--- src/hw/tbssm_pkg.sv ---
package tbssm_pkg;

  // ----------------------------------------------------------------
  // Register map (byte addresses)
  // ----------------------------------------------------------------
  localparam logic [11:0] REG_CTRL = 12'h000;
  localparam logic [11:0] REG_AFI = 12'h004;
  localparam logic [11:0] REG_UID_LO = 12'h008;
  localparam logic [11:0] REG_UID_HI = 12'h00C;
  localparam logic [11:0] REG_STATUS = 12'h010;
  localparam logic [11:0] REG_CMD = 12'h014;
  localparam logic [11:0] REG_ARG = 12'h018;

  // ----------------------------------------------------------------
  // Field positions and reset values
  // ----------------------------------------------------------------
  localparam int CTRL_FIELD_BIT = 0;
  localparam int AFI_LOCK_BIT = 8;
  localparam logic [7:0] AFI_RESET = 8'h00;
  localparam logic [31:0] UID_RESET = 32'h00000000;
  localparam logic [15:0] LFSR_SEED = 16'hACE1;

  // ----------------------------------------------------------------
  // Command encodings
  // ----------------------------------------------------------------
  localparam logic [2:0] CMD_REQ = 3'h1;
  localparam logic [2:0] CMD_SLOT = 3'h2;
  localparam logic [2:0] CMD_ATTRIB = 3'h3;
  localparam logic [2:0] CMD_HALT = 3'h4;
  localparam logic [2:0] CMD_DESEL = 3'h5;
  localparam logic [3:0] SLOT_CODE = 4'h5;
  localparam int PARAM_WAKE_BIT = 3;
  localparam logic [3:0] CID_RESET = 4'h0;

  // ----------------------------------------------------------------
  // Response kinds
  // ----------------------------------------------------------------
  localparam logic [1:0] RSP_NONE = 2'h0;
  localparam logic [1:0] RSP_ANSWER = 2'h1;
  localparam logic [1:0] RSP_HALTED = 2'h2;
  localparam logic [1:0] RSP_SELECTED = 2'h3;

  typedef enum logic [5:0] {
    ST_OFF = 6'b000001,
    ST_IDLE = 6'b000010,
    ST_WAIT = 6'b000100,
    ST_READY = 6'b001000,
    ST_HALT = 6'b010000,
    ST_ACTIVE = 6'b100000
  } tbssm_state_e;

  typedef struct packed {
    logic [2:0] kind;
    logic [7:0] code;
    logic [7:0] afi;
    logic [7:0] param;
    logic [31:0] pupi;
    logic [3:0] cid;
  } tbssm_cmd_s;

  typedef struct packed {
    logic valid;
    logic [1:0] kind;
    logic [31:0] pupi;
  } tbssm_rsp_s;

endpackage : tbssm_pkg

--- src/hw/tbssm_top.sv ---
// What this block does
// [RULE_01] Field entry starts in idle; field loss from anywhere goes off.
// [RULE_02] Entering idle sends no response.
// [RULE_03] Idle ignores all but request or wake-up with matching family.
// [RULE_04] Mismatched family request sends halt, ready or waiting to idle.
// [RULE_05] Go waiting only when slot count and random number both differ from one.
// [RULE_06] Waiting obeys only requests and slot markers; selecting request goes ready.
// [RULE_07] Slot marker equal to random number moves waiting to ready.
// [RULE_08] Every entry into ready sends an answer frame.
// [RULE_09] Ready takes request, select and halt; identifier match moves on.
// [RULE_10] Deselect with own card identifier moves active to halt.
// [RULE_11] Entering halt sends a confirming response.
// [RULE_12] Halt acts only on wake-up, leaving to idle, ready or waiting.
// [RULE_13] Active entered only from ready, with a confirming response.
// [RULE_14] Card identifier from select is stored and matched while active.
// [RULE_15] Family zero always matches; stored family is writable and lockable.
// [RULE_16] Request low nibble zero compares upper nibbles only.
// [RULE_17] Other family values must match all eight bits.
// [RULE_18] Parameter bit four selects request (0) or wake-up (1).
// [RULE_19] Master sends parameter bits five to eight as zero.
// [RULE_20] Parameter bits three to one code slot counts 1,2,4,8,16.
// [RULE_21] Slot count one sends matching cards straight to ready.
// [RULE_22] Fresh random number 1..N per request; answer only when it is one.
// [RULE_23] Slot marker: low nibble 0101, upper nibble slot minus one.
// [RULE_24] Card identifier is the low 32 bits of the unique identifier.
// [RULE_25] Reserved slot code is ignored: no state change, no response.
//
// The register addresses and the APB register port were decided locally.
`timescale 1ns/1ps
`default_nettype none

module tbssm_top (
  input wire logic clk,
  input wire logic srst,
  input wire logic psel,
  input wire logic penable,
  input wire logic pwrite,
  input wire logic [11:0] paddr,
  input wire logic [31:0] pwdata,
  output logic [31:0] prdata,
  output logic pready,
  output logic pslverr,
  output logic rspValid,
  output logic [1:0] rspKind,
  output logic [31:0] rspPupi
);

  // ----------------------------------------------------------------
  // Helpers
  // ----------------------------------------------------------------
  function automatic logic afiMatch(input logic [7:0] req,
                                    input logic [7:0] own);
    if (req == 8'h00) begin
      afiMatch = 1'b1; // RULE_15
    end else if (req[3:0] == 4'h0) begin
      afiMatch = (req[7:4] == own[7:4]); // RULE_16
    end else begin
      afiMatch = (req == own); // RULE_17
    end
  endfunction

  // Slot count as a mask of N-1; reserved codes flagged
  function automatic logic [4:0] slotMask(input logic [2:0] code);
    case (code)
      3'h0: slotMask = 5'h00;
      3'h1: slotMask = 5'h01;
      3'h2: slotMask = 5'h03;
      3'h3: slotMask = 5'h07;
      3'h4: slotMask = 5'h0F;
      default: slotMask = 5'h10;
    endcase
  endfunction

  // ----------------------------------------------------------------
  // Register state
  // ----------------------------------------------------------------
  logic fieldOn_q, fieldOn_d;
  logic [7:0] afi_q, afi_d;
  logic afiLock_q, afiLock_d;
  logic [31:0] uidLo_q, uidLo_d;
  logic [31:0] uidHi_q, uidHi_d;
  logic [31:0] arg_q, arg_d;
  logic [31:0] prdata_d;
  logic cmdStrobe;
  tbssm_pkg::tbssm_cmd_s cmd;

  wire logic wrEn = psel && penable && pwrite;
  wire logic rdEn = psel && penable && !pwrite;

  // Address decode used only by the error flag; both access paths decode paddr in their own case
  function automatic logic addrKnown(input logic [11:0] addr);
    case (addr)
      tbssm_pkg::REG_CTRL,
      tbssm_pkg::REG_AFI,
      tbssm_pkg::REG_UID_LO,
      tbssm_pkg::REG_UID_HI,
      tbssm_pkg::REG_STATUS,
      tbssm_pkg::REG_CMD,
      tbssm_pkg::REG_ARG: addrKnown = 1'b1;
      default: addrKnown = 1'b0;
    endcase
  endfunction

  wire logic known = addrKnown(paddr);

  // ----------------------------------------------------------------
  // Protocol state
  // ----------------------------------------------------------------
  tbssm_pkg::tbssm_state_e state_q, state_d;
  logic [3:0] rnd_q, rnd_d;
  logic [3:0] cid_q, cid_d;
  logic [15:0] lfsr_q, lfsr_d;
  tbssm_pkg::tbssm_rsp_s rsp_q, rsp_d;

  assign pready = 1'b1;
  assign pslverr = psel && penable && !known;
  assign cmdStrobe = wrEn && (paddr == tbssm_pkg::REG_CMD);

  always_comb begin
    cmd = '0;
    cmd.kind = pwdata[2:0];
    cmd.code = pwdata[15:8];
    cmd.afi = pwdata[23:16];
    cmd.param = pwdata[31:24];
    cmd.pupi = arg_q;
    cmd.cid = pwdata[7:4];
  end

  // ----------------------------------------------------------------
  // Register access
  // ----------------------------------------------------------------
  always_comb begin
    fieldOn_d = fieldOn_q;
    afi_d = afi_q;
    afiLock_d = afiLock_q;
    uidLo_d = uidLo_q;
    uidHi_d = uidHi_q;
    arg_d = arg_q;
    prdata_d = prdata;
    if (wrEn) begin
      case (paddr)
        tbssm_pkg::REG_CTRL: fieldOn_d = pwdata[tbssm_pkg::CTRL_FIELD_BIT];
        tbssm_pkg::REG_AFI: begin
          if (!afiLock_q) begin
            afi_d = pwdata[7:0]; // RULE_15
            afiLock_d = pwdata[tbssm_pkg::AFI_LOCK_BIT]; // RULE_15
          end
        end
        tbssm_pkg::REG_UID_LO: uidLo_d = pwdata;
        tbssm_pkg::REG_UID_HI: uidHi_d = pwdata;
        tbssm_pkg::REG_ARG: arg_d = pwdata;
        default: begin
        end
      endcase
    end
    if (rdEn) begin
      case (paddr)
        tbssm_pkg::REG_CTRL: prdata_d = {31'h00000000, fieldOn_q};
        tbssm_pkg::REG_AFI: prdata_d = {23'h000000, afiLock_q, afi_q};
        tbssm_pkg::REG_UID_LO: prdata_d = uidLo_q;
        tbssm_pkg::REG_UID_HI: prdata_d = uidHi_q;
        tbssm_pkg::REG_STATUS:
          prdata_d = {18'h00000, cid_q, rnd_q, state_q};
        tbssm_pkg::REG_ARG: prdata_d = arg_q;
        default: prdata_d = 32'h00000000;
      endcase
    end
  end

  always_ff @(posedge clk) begin
    if (srst) begin
      fieldOn_q <= 1'b0;
      afi_q <= tbssm_pkg::AFI_RESET;
      afiLock_q <= 1'b0;
      uidLo_q <= tbssm_pkg::UID_RESET;
      uidHi_q <= tbssm_pkg::UID_RESET;
      arg_q <= 32'h00000000;
      prdata <= 32'h00000000;
    end else begin
      fieldOn_q <= fieldOn_d;
      afi_q <= afi_d;
      afiLock_q <= afiLock_d;
      uidLo_q <= uidLo_d;
      uidHi_q <= uidHi_d;
      arg_q <= arg_d;
      prdata <= prdata_d;
    end
  end

  // ----------------------------------------------------------------
  // Anticollision state machine
  // ----------------------------------------------------------------
  logic isReq, isWake, match, reserved, pupiOk;
  logic [4:0] mask;
  logic [3:0] pick;
  logic reqSeen, wakeSeen, slotHit, attribHit, haltHit, deselHit;
  logic reqAnswer;
  tbssm_pkg::tbssm_state_e reqState;

  always_comb begin
    isReq = (cmd.kind == tbssm_pkg::CMD_REQ);
    isWake = cmd.param[tbssm_pkg::PARAM_WAKE_BIT]; // RULE_18
    match = afiMatch(cmd.afi, afi_q);
    mask = slotMask(cmd.param[2:0]); // RULE_20
    reserved = mask[4]; // RULE_25
    pick = (lfsr_q[3:0] & mask[3:0]) + 4'h1; // RULE_22
    pupiOk = (cmd.pupi == uidLo_q); // RULE_24
  end

  // ----------------------------------------------------------------
  // Command outcome, worked out once for every state that listens
  // ----------------------------------------------------------------
  always_comb begin
    // Reserved slot codes make the whole request vanish
    reqSeen = cmdStrobe && isReq && !reserved; // RULE_25
    wakeSeen = reqSeen && isWake; // RULE_12
    // Slot sixteen wraps to zero in four bits, just as R does
    slotHit = cmdStrobe &&
              (cmd.kind == tbssm_pkg::CMD_SLOT) &&
              (cmd.code[3:0] == tbssm_pkg::SLOT_CODE) &&
              (cmd.code[7:4] + 4'h1 == rnd_q); // RULE_23
    attribHit = cmdStrobe && pupiOk &&
                (cmd.kind == tbssm_pkg::CMD_ATTRIB); // RULE_09
    haltHit = cmdStrobe && pupiOk &&
              (cmd.kind == tbssm_pkg::CMD_HALT); // RULE_09
    deselHit = cmdStrobe &&
               (cmd.kind == tbssm_pkg::CMD_DESEL) &&
               (cmd.cid == cid_q); // RULE_14
    reqAnswer = 1'b0;
    if (!match) begin
      reqState = tbssm_pkg::ST_IDLE; // RULE_04
    end else if (mask == 5'h00 || pick == 4'h1) begin
      reqState = tbssm_pkg::ST_READY; // RULE_21 RULE_06
      reqAnswer = 1'b1; // RULE_08
    end else begin
      reqState = tbssm_pkg::ST_WAIT; // RULE_05
    end
  end

  // ----------------------------------------------------------------
  // Next state and response
  // ----------------------------------------------------------------
  always_comb begin
    state_d = state_q;
    rnd_d = rnd_q;
    cid_d = cid_q;
    rsp_d = rsp_q;
    rsp_d.valid = 1'b0;
    if (!fieldOn_q) begin
      state_d = tbssm_pkg::ST_OFF; // RULE_01
    end else begin
      // A command in the cycle that leaves OFF is dropped
      case (state_q)
        tbssm_pkg::ST_OFF: begin
          // Field entry always lands in idle, never higher
          state_d = tbssm_pkg::ST_IDLE; // RULE_01 RULE_02
        end
        tbssm_pkg::ST_IDLE: begin
          // A mismatch leaves the card idle and silent
          if (reqSeen && match) begin // RULE_03
            state_d = reqState;
            rnd_d = pick; // RULE_22
            if (reqAnswer) begin
              rsp_d.valid = 1'b1; // RULE_08
              rsp_d.kind = tbssm_pkg::RSP_ANSWER;
            end
          end
        end
        tbssm_pkg::ST_WAIT: begin
          if (reqSeen) begin // RULE_06
            state_d = reqState; // RULE_04
            if (match) begin
              rnd_d = pick; // RULE_22
            end
            if (reqAnswer) begin
              rsp_d.valid = 1'b1; // RULE_08
              rsp_d.kind = tbssm_pkg::RSP_ANSWER;
            end
          end else if (slotHit) begin
            state_d = tbssm_pkg::ST_READY; // RULE_07
            rsp_d.valid = 1'b1; // RULE_08
            rsp_d.kind = tbssm_pkg::RSP_ANSWER;
          end
        end
        tbssm_pkg::ST_READY: begin
          if (reqSeen) begin // RULE_09
            state_d = reqState; // RULE_04
            if (match) begin
              rnd_d = pick; // RULE_22
            end
            if (reqAnswer) begin
              rsp_d.valid = 1'b1; // RULE_08
              rsp_d.kind = tbssm_pkg::RSP_ANSWER;
            end
          end else if (attribHit) begin
            state_d = tbssm_pkg::ST_ACTIVE; // RULE_13
            cid_d = cmd.cid; // RULE_14
            rsp_d.valid = 1'b1; // RULE_13
            rsp_d.kind = tbssm_pkg::RSP_SELECTED;
          end else if (haltHit) begin
            state_d = tbssm_pkg::ST_HALT; // RULE_09
            rsp_d.valid = 1'b1; // RULE_11
            rsp_d.kind = tbssm_pkg::RSP_HALTED;
          end
        end
        tbssm_pkg::ST_HALT: begin
          // A plain request is not enough to wake a parked card
          if (wakeSeen) begin // RULE_12
            state_d = reqState; // RULE_04
            if (match) begin
              rnd_d = pick; // RULE_22
            end
            if (reqAnswer) begin
              rsp_d.valid = 1'b1; // RULE_08
              rsp_d.kind = tbssm_pkg::RSP_ANSWER;
            end
          end
        end
        tbssm_pkg::ST_ACTIVE: begin
          // Requests are ignored here; only a deselect leaves
          if (deselHit) begin // RULE_14
            state_d = tbssm_pkg::ST_HALT; // RULE_10
            rsp_d.valid = 1'b1; // RULE_11
            rsp_d.kind = tbssm_pkg::RSP_HALTED;
          end
        end
        default: begin
          state_d = tbssm_pkg::ST_OFF;
        end
      endcase
    end
    rsp_d.pupi = uidLo_q; // RULE_24
  end

  always_ff @(posedge clk) begin
    if (srst) begin
      state_q <= tbssm_pkg::ST_OFF;
      rnd_q <= 4'h0;
      cid_q <= tbssm_pkg::CID_RESET;
      rsp_q <= '0;
    end else begin
      state_q <= state_d;
      rnd_q <= rnd_d;
      cid_q <= cid_d;
      rsp_q <= rsp_d;
    end
  end

  // ----------------------------------------------------------------
  // Pseudo-random source
  // ----------------------------------------------------------------
  // Free-running so the pick differs from one request to the next;
  // not truly random, so cards with one seed pick alike
  always_comb begin
    lfsr_d = {lfsr_q[14:0],
              lfsr_q[15] ^ lfsr_q[13] ^ lfsr_q[12] ^ lfsr_q[10]};
  end

  always_ff @(posedge clk) begin
    if (srst) begin
      lfsr_q <= tbssm_pkg::LFSR_SEED;
    end else begin
      lfsr_q <= lfsr_d;
    end
  end

  // ----------------------------------------------------------------
  // Outputs
  // ----------------------------------------------------------------
  assign rspValid = rsp_q.valid;
  assign rspKind = rsp_q.kind;
  assign rspPupi = rsp_q.pupi;

endmodule // tbssm_top

`default_nettype wire

--- config.mk ---
export PLATFORM = sky130hd
export DESIGN_NAME = tbssm_top
export DESIGN_NICKNAME = d
export VERILOG_FILES = /design/src/hw/tbssm_pkg.sv /design/src/hw/tbssm_top.sv
export SDC_FILE = /design/constraint.sdc
export NUM_CORES = 1
export LEC_CHECK = 0
export CAP_MARGIN = 15
export CORE_UTILIZATION = 36
export DETAILED_ROUTE_END_ITERATION = 8
export DONT_BUFFER_PORTS = 1
export SLEW_MARGIN = 20
export SYNTH_ARGS = -nofsm -noshare
export SYNTH_HDL_FRONTEND = slang
export SYNTH_SLANG_ARGS = --single-unit
--- constraint.sdc ---
create_clock -name clk -period 2.8 [get_ports clk]
set_clock_uncertainty 0.1 [all_clocks]
set_input_delay 0.42 -clock clk [delete_from_list [all_inputs] [get_ports clk]]
set_output_delay 0.42 -clock clk [all_outputs]
set_load 0.02 [all_outputs]
==> run_results.csv, run 1 <==
group,metric,value,unit
outcome,status,"finished, final reports clean",
sta,period_minus_slack,2640,ps
worst_hold_path,hold_path.class,"in -> reg",
pwr,p_leak,0.00403,uW
finish,fill_cells,2247,
global_route,antenna_found_initial,0,
global_route,grt.total_usage,23.2,%
finish,multi_input_area,4200,um^2
clock_tree,clock_path_buffers,3,
floorplan,core,22900,um^2
critical_path,crit_path_max_fanout,6,
drt,postRouteAntennaNets,0,
logic_synthesis,synthArstFlopShare,0,%
drt,post_drt_wl_per_cell,19.6,um
pwr,swShare,21.6,%
clock_tree,post_cts_buffers,0,
logic_synthesis,synth_nets,1079,
finish,nets,1162,
global_route,gr-total-overflow,0,
logic_synthesis,synth-seq-cells,203,
global_route,grt_pass1_vias,7490,
logic_synthesis,synth.top_cell.area_share,47.6,%
drt,wl,28300,um
clock_tree,numClockSinks,203,
global_route,grt_start_max_net_pins,132,
pwr,p_per_area,596,nW/um^2
placement,dp.cells,1302,
finish,antenna_cells,0,
critical_path,r2r_slack,160,ps
sta,slew_viol_final,0,
logic_synthesis,yosysWarnings,0,
pwr,p_int,5060,uW
critical_path,cp-startpoint,"afi_q[5]$_SDFFE_PP0P_",
finish,final_cell_area,10800,um^2
critical_path,worstPathRequired,3100,ps
clock_tree,cts_buffers,24,
finish,area_growth,26.9,%
pwr,power,6460,uW
drt,drcViolationCount,0,
critical_path,ff2ff_path_depth,8,
sta,rsz0062_at_grt,"false",
logic_synthesis,synth_top_area_cell,"dfxtp_1",
pwr,p_switching,1400,uW
pwr,irDropWorstVdd,0.000464,V
logic_synthesis,yosysSeqAreaShare,47.6,%
floorplan,die-height,156,um
floorplan,initial_core_util,37.2,%
run,drv_cap,0,
logic_synthesis,synth.distinct_cells,63,
sta,tns,0,ps
logic_synthesis,netlist_instances,1027,
clock_tree,clockRootBuffer,"clkbuf_16",
floorplan,die_w,156,um
clock_tree,clkTransAtPathRegs,60,ps
drt,vias_per_cell,5.38,
clock_tree,cts_max_level,1,
placement,portBuffers,0,
pwr,combPwrFrac,3.0,%
drt,initialDrtViolationCount,881,
logic_synthesis,yosysMostFrequentCell,"nand2_1",
logic_synthesis,synth_area_per_cell,8.31,um^2
floorplan,dieArea,24300,um^2
critical_path,r2r-start,"afi_q[5]$_SDFFE_PP0P_",
sta,timing_hold_violations_final,0,
sta,slew_headroom,47.7,%
clock_tree,cts_tree,"yes",
critical_path,cp.arrival,2940,ps
placement,dp_hpwl,17900,um
critical_path,cp-start-kind,"flop",
drt,firstDrtPassIters,7,
pwr,p_seq_share,45.2,%
placement,placed_area,8970,um^2
critical_path,worstSetupPathType,"reg -> reg",
clock_tree,worstSkewPairLatency,530,ps
finish,regArea,4060,um^2
sta,setup_viol_count_final,0,
sta,fmax,379,MHz
pwr,power_frac_clock,51.8,%
finish,drive_gt1_share,9.93,%
placement,place.gp.congestion,0.895,
logic_synthesis,synth-main-ff-cell,"dfxtp_1",
logic_synthesis,synth_area,8530,um^2
finish,fin_cells,1441,
global_route,grt_pass1_wl,43400,um
floorplan,ios,118,
sta,worst_slew_pin_slew,785,ps
logic_synthesis,synth-edff-count,0,
critical_path,regToRegEndpoint,"rnd_q[1]$_SDFFE_PP0P_",
sta,fin_crit_sh,94.2,%
logic_synthesis,synth.area.top_cells,"dfxtp_1 48%, nand2_1 10%, a21oi_1 9.0%",
logic_synthesis,netlist_top_cells_count,"228 x nand2_1, 203 x dfxtp_1, 153 x a21oi_1",
floorplan,num_rows,55,
drt,vias,7756,
critical_path,crit_path_end_kind,"flop",
critical_path,crit_path_end,"rnd_q[1]$_SDFFE_PP0P_",
[placed cells by master, fill, tap and decap left out, types with 5 or more instances in the layout]
cell type      instances
mux2i_1                7
nor2b_1               43
inv_1                  7
dlygate4sd3_1         94
buf_4                 28
nor3_2                 5
clkbuf_16             24
o21ai_0                8
or2_2                  9
nor4_1                11
a22oi_1                9
buf_12                 5
a21oi_1              153
nand4_1                7
xnor2_1               14
nand3_1               16
nand2b_1               6
nand2_1              228
and3_1                 6
nor2_1                77
xor2_1                44
a222oi_1              31
clkinv_2               5
dfxtp_1              203
[metrics by stage]
stage	hold WS (ps)	utilization [%]	setup WS, ps
finish	34.1	47.2	163
global route	51.0	47.2	17.1
CTS	31.2	47.1	69.3
detailed placement	293	39.1	-35.3
global placement	293	39.1	87.1
floorplan	289	-	118
[worst min-delay path by stage]
stage                                     start                      to  slack [ps]  depth (start not counted)
final                                    pwrite  prdata[0]$_SDFFE_PP0P_          30                          3
after global routing                     pwrite  prdata[0]$_SDFFE_PP0P_          50                          3
after global placement    lfsr_q[14]$_SDFF_PP0_   lfsr_q[15]$_SDFF_PP1_         290                          1
after floorplan            lfsr_q[9]$_SDFF_PP0_   lfsr_q[10]$_SDFF_PP1_         290                          1
after CTS                                pwrite  prdata[0]$_SDFFE_PP0P_          30                          3
after detailed placement  lfsr_q[14]$_SDFF_PP0_   lfsr_q[15]$_SDFF_PP1_         290                          1
[metal layers]
| layer | up-vias | share of wire, % | global-route usage (%) |
|---|---|---|---|
| met5 | - | 0 | 0 |
| met4 | 0 | 3.0 | 7.89 |
| met3 | 47 | 8.0 | 5.08 |
| met2 | 302 | 46 | 37.2 |
| met1 | 3703 | 43 | 30.7 |
| li1 | 3704 | - | - |
[power by group through the flow]
stage	Combinational, uW	Sequential [uW]	Clock (uW)
finish	195	2920	3340
global route	211	2920	3540
CTS	193	2920	3410
detailed placement	100	2980	0
global placement	98.4	2980	0
floorplan	130	2980	0
[timing repair]
| action | CTS | global route |
|---|---|---|
| hold buffers | 95 | 0 |
| endpoints found under the setup margin | 0 | 6 |
| hold endpoints to repair | 196 | 0 |
| resized for setup | 0 | 7 |
[worst max-delay path, stage by stage (launching register included)]
cell and delay, ps:
dfxtp_1 460, xor2_1 110, nor4_1 340, a22oi_2 210, nand2b_1 270, nor2_4 210, mux2i_1 220, nor2_1 50
dlygate4sd3_1 540
[registers in the layout (all words and copies together) (netlist names)]
| signal | flops |
|---|---|
| afiLock_q | 1 |
| afi_q | 8 |
| arg_q | 32 |
| cid_q | 4 |
| fieldOn_q | 1 |
| lfsr_q | 16 |
| prdata | 32 |
| rnd_q | 4 |
| rspKind | 2 |
| rspPupi | 32 |
| rspValid | 1 |
| state_q | 6 |
| uidHi_q | 32 |
| uidLo_q | 32 |
[cells by family (layout without fill, tap and decap cells)]
| family | after synthesis | in the layout | synth area share (%) |
|---|---|---|---|
| and+or+nand+nor | 444 | 444 | 24.2 |
| AOI/OAI and AO/OA | 232 | 232 | 16.9 |
| DFF | 203 | 203 | 47.6 |
| buffers and inverters | 78 | 179 | 3.73 |
| xor gates and xnor gates | 58 | 58 | 5.95 |
| muxes | 8 | 8 | 1.09 |
| adders and majority gates | 3 | 3 | 0.440 |
| other | 1 | 1 | 0.0440 |
[cell type report]
| class | count | share of cell area, % |
|---|---|---|
| tap | 313 | 3.62 |
| clock buffer | 29 | 6.09 |
| clock inverter | 15 | 1.90 |
| multi-input combinational | 746 | 38.8 |
| inverter | 7 | 0.243 |
| timing repair buffer | 128 | 11.8 |
| sequential | 203 | 37.5 |
(Power assumes the default switching activity.)
==> inputs of run 2 (changes only) <==
clock period = 2.3 ns   (was 2.8 ns; I/O delays follow)
==> run 2 against run 1 <==
Against the previous run: total power rose by 12%; utilization up 2.8 points; first-iteration DRC count decreased by 16%; sequential share of layout area is 2.1 points lower; clock power grew 3%; combinational power increased by 19%; critical path depth stayed put; clock-buffer cell count rose by 2; design area is 5.9% higher.
==> run_results.csv, run 2 (synthesized netlist as in run 1, its figures left out) <==
group,metric,value,unit
pwr,power,7230,uW
placement,portBuffers,0,
finish,mostFrequentLayoutCell,"nand2_1",
finish,antenna_cells,0,
critical_path,worstSetupPathType,"reg -> reg",
clock_tree,worstSkewPairLatency,530,ps
critical_path,path_delay_family,"simple AND/OR/NAND/NOR gates",
sta,fin_crit_sh,97.7,%
global_route,grt_use_met3,4.22,%
global_route,gr-max-usage-layer,"met2",
floorplan,ios,118,
finish,fill_cells,2193,
pwr,combPwrFrac,3.2,%
critical_path,r2r-start,"arg_q[11]$_SDFFE_PP0P_",
critical_path,cp-startpoint,"arg_q[11]$_SDFFE_PP0P_",
drt,postRouteAntennaNets,0,
worst_hold_path,whs_path_depth,4,
global_route,met2_usage,39.1,%
clock_tree,clkTransAtPathRegs,60,ps
finish,drive_gt1_share,15.6,%
critical_path,cp-start-kind,"flop",
worst_hold_path,hold_path.class,"in -> reg",
sta,setup_viol_count_final,0,
pwr,p_switching,1640,uW
floorplan,die_w,156,um
placement,dp_hpwl,18300,um
global_route,grt.total_usage,23.7,%
clock_tree,cts_tree,"yes",
finish,utilization,50.0,%
critical_path,slowest_delay,320,ps
critical_path,worstPathRequired,2610,ps
sta,timing_hold_violations_final,0,
pwr,irDropWorstVdd,0.000530,V
sta,period_minus_slack,2250,ps
finish,final_cell_mix,"228 x nand2_1, 201 x dfxtp_1, 151 x a21oi_1",
clock_tree,numClockSinks,203,
pwr,swShare,22.6,%
finish,area_growth,34.4,%
drt,firstDrtPassIters,8,
finish,nets,1241,
drt,wl,28900,um
drt,vias_per_cell,5.30,
pwr,p_per_area,631,nW/um^2
critical_path,path_buf_inv,0,
floorplan,dieArea,24300,um^2
pwr,p_leak,0.00446,uW
clock_tree,cts_buffers,23,
sta,worst_hold_slack,40.3,ps
critical_path,path_depth,8,
finish,multi_input_area,4340,um^2
global_route,grt_pass1_wl,44600,um
critical_path,crit_path_end_kind,"flop",
outcome,status,"finished, final reports clean",
worst_hold_path,holdCritStartpoint,"penable",
critical_path,slowest_stage,"dfxtp_2",
floorplan,core,22900,um^2
critical_path,regToRegEndpoint,"rspKind[0]$_SDFFE_PP0P_",
clock_tree,clockRootBuffer,"clkbuf_16",
floorplan,num_rows,55,
sta,fmax,445,MHz
global_route,grt_pass1_vias,7894,
clock_tree,cts_max_level,1,
global_route,grtUsageMet1,30.6,%
global_route,antenna_found_initial,0,
critical_path,crit_path_max_fanout,6,
drt,post_drt_wl_per_cell,19.1,um
floorplan,initial_core_util,37.2,%
run,drv_cap,0,
critical_path,ff2ff_path_depth,8,
finish,regArea,4070,um^2
pwr,p_int,5600,uW
critical_path,crit_chain,"xor2_1 > nor4_2 > nand4_1 > nor3_2 > a21o_1 > o2111a_2 > and3_1 > a311oi_2",
drt,vias,8038,
pwr,p_seq_share,49.1,%
drt,drcViolationCount,0,
pwr,power_frac_clock,47.7,%
sta,rsz0062_at_grt,"true",
global_route,gr-total-overflow,0,
clock_tree,clock_path_buffers,3,
critical_path,cp.arrival,2550,ps
sta,slew_viol_final,0,
global_route,grt_start_max_net_pins,107,
placement,place.gp.congestion,0.890,
drt,initialDrtViolationCount,742,
floorplan,die-height,156,um
critical_path,crit_path_end,"rspKind[0]$_SDFFE_PP0P_",
critical_path,r2r_slack,50,ps
## run 2: cell count changes in the layout (fill, tap and decap cells not counted), moves of 3 or more
cell	delta
nor4_2	+3
dlygate4sd3_1	+17
bufinv_16	-4
buf_4	+60
nor4_1	-5
clkbuf_1	+4
## run 2: worst min path at each step
stage,end,slack (ps)
2_1_floorplan,lfsr_q[10]$_SDFF_PP1_,290
3_3_place_gp,lfsr_q[10]$_SDFF_PP1_,290
3_5_place_dp,lfsr_q[10]$_SDFF_PP1_,300
4_1_cts,prdata[0]$_SDFFE_PP0P_,40
5_1_grt,afi_q[0]$_SDFFE_PP0P_,70
6_report,prdata[0]$_SDFFE_PP0P_,40
## run 2: layer usage
layer  routed length, um  up-vias
met3                2080       58
met2               13400      308
met5                   0        -
met4                1070        0
met1               12400     3819
li1                    -     3853
## run 2: layout make-up
class                      count  area share [%]
tap                          313            3.42
timing repair buffer         208            16.9
inverter                       7           0.229
multi-input combinational    746            37.8
sequential                   203            35.5
clock inverter                 9           0.546
clock buffer                  31            5.55
## run 2: power by group through the flow
stage	Sequential [uW]	Clock [uW]	Combinational (uW)
2_1_floorplan	3620	0	168
6_report	3550	3450	232
5_1_grt	3550	3660	250
4_1_cts	3550	3510	229
3_5_place_dp	3630	0	140
3_3_place_gp	3630	0	140
## run 2: per-stage QoR
step	setup TNS [ps]	worst slack (ps)	instances	area, um^2
3_3_place_gp	-89.2	-66.8	1362	9480
2_1_floorplan	-1.29	-1.29	1027	8580
6_report	0	53.2	1517	11500
3_5_place_dp	-182	-83.8	1362	9480
5_1_grt	-186	-37.0	1517	11500
4_1_cts	0	19.3	1515	11300
## run 2: tightest hold or removal path: cells and delay by family
kind          cells  cell delay (ps)
simple gates      4              290
## run 2: what timing repair did
item / 4_1_cts / 5_1_grt
hold endpoints to repair: 200 / 0
setup endpoints to repair: 2 / 63
gates resized for setup: 5 / 22
hold buffers: 112 / 0
pin swaps: 4 / 11
setup buffers: 1 / 2
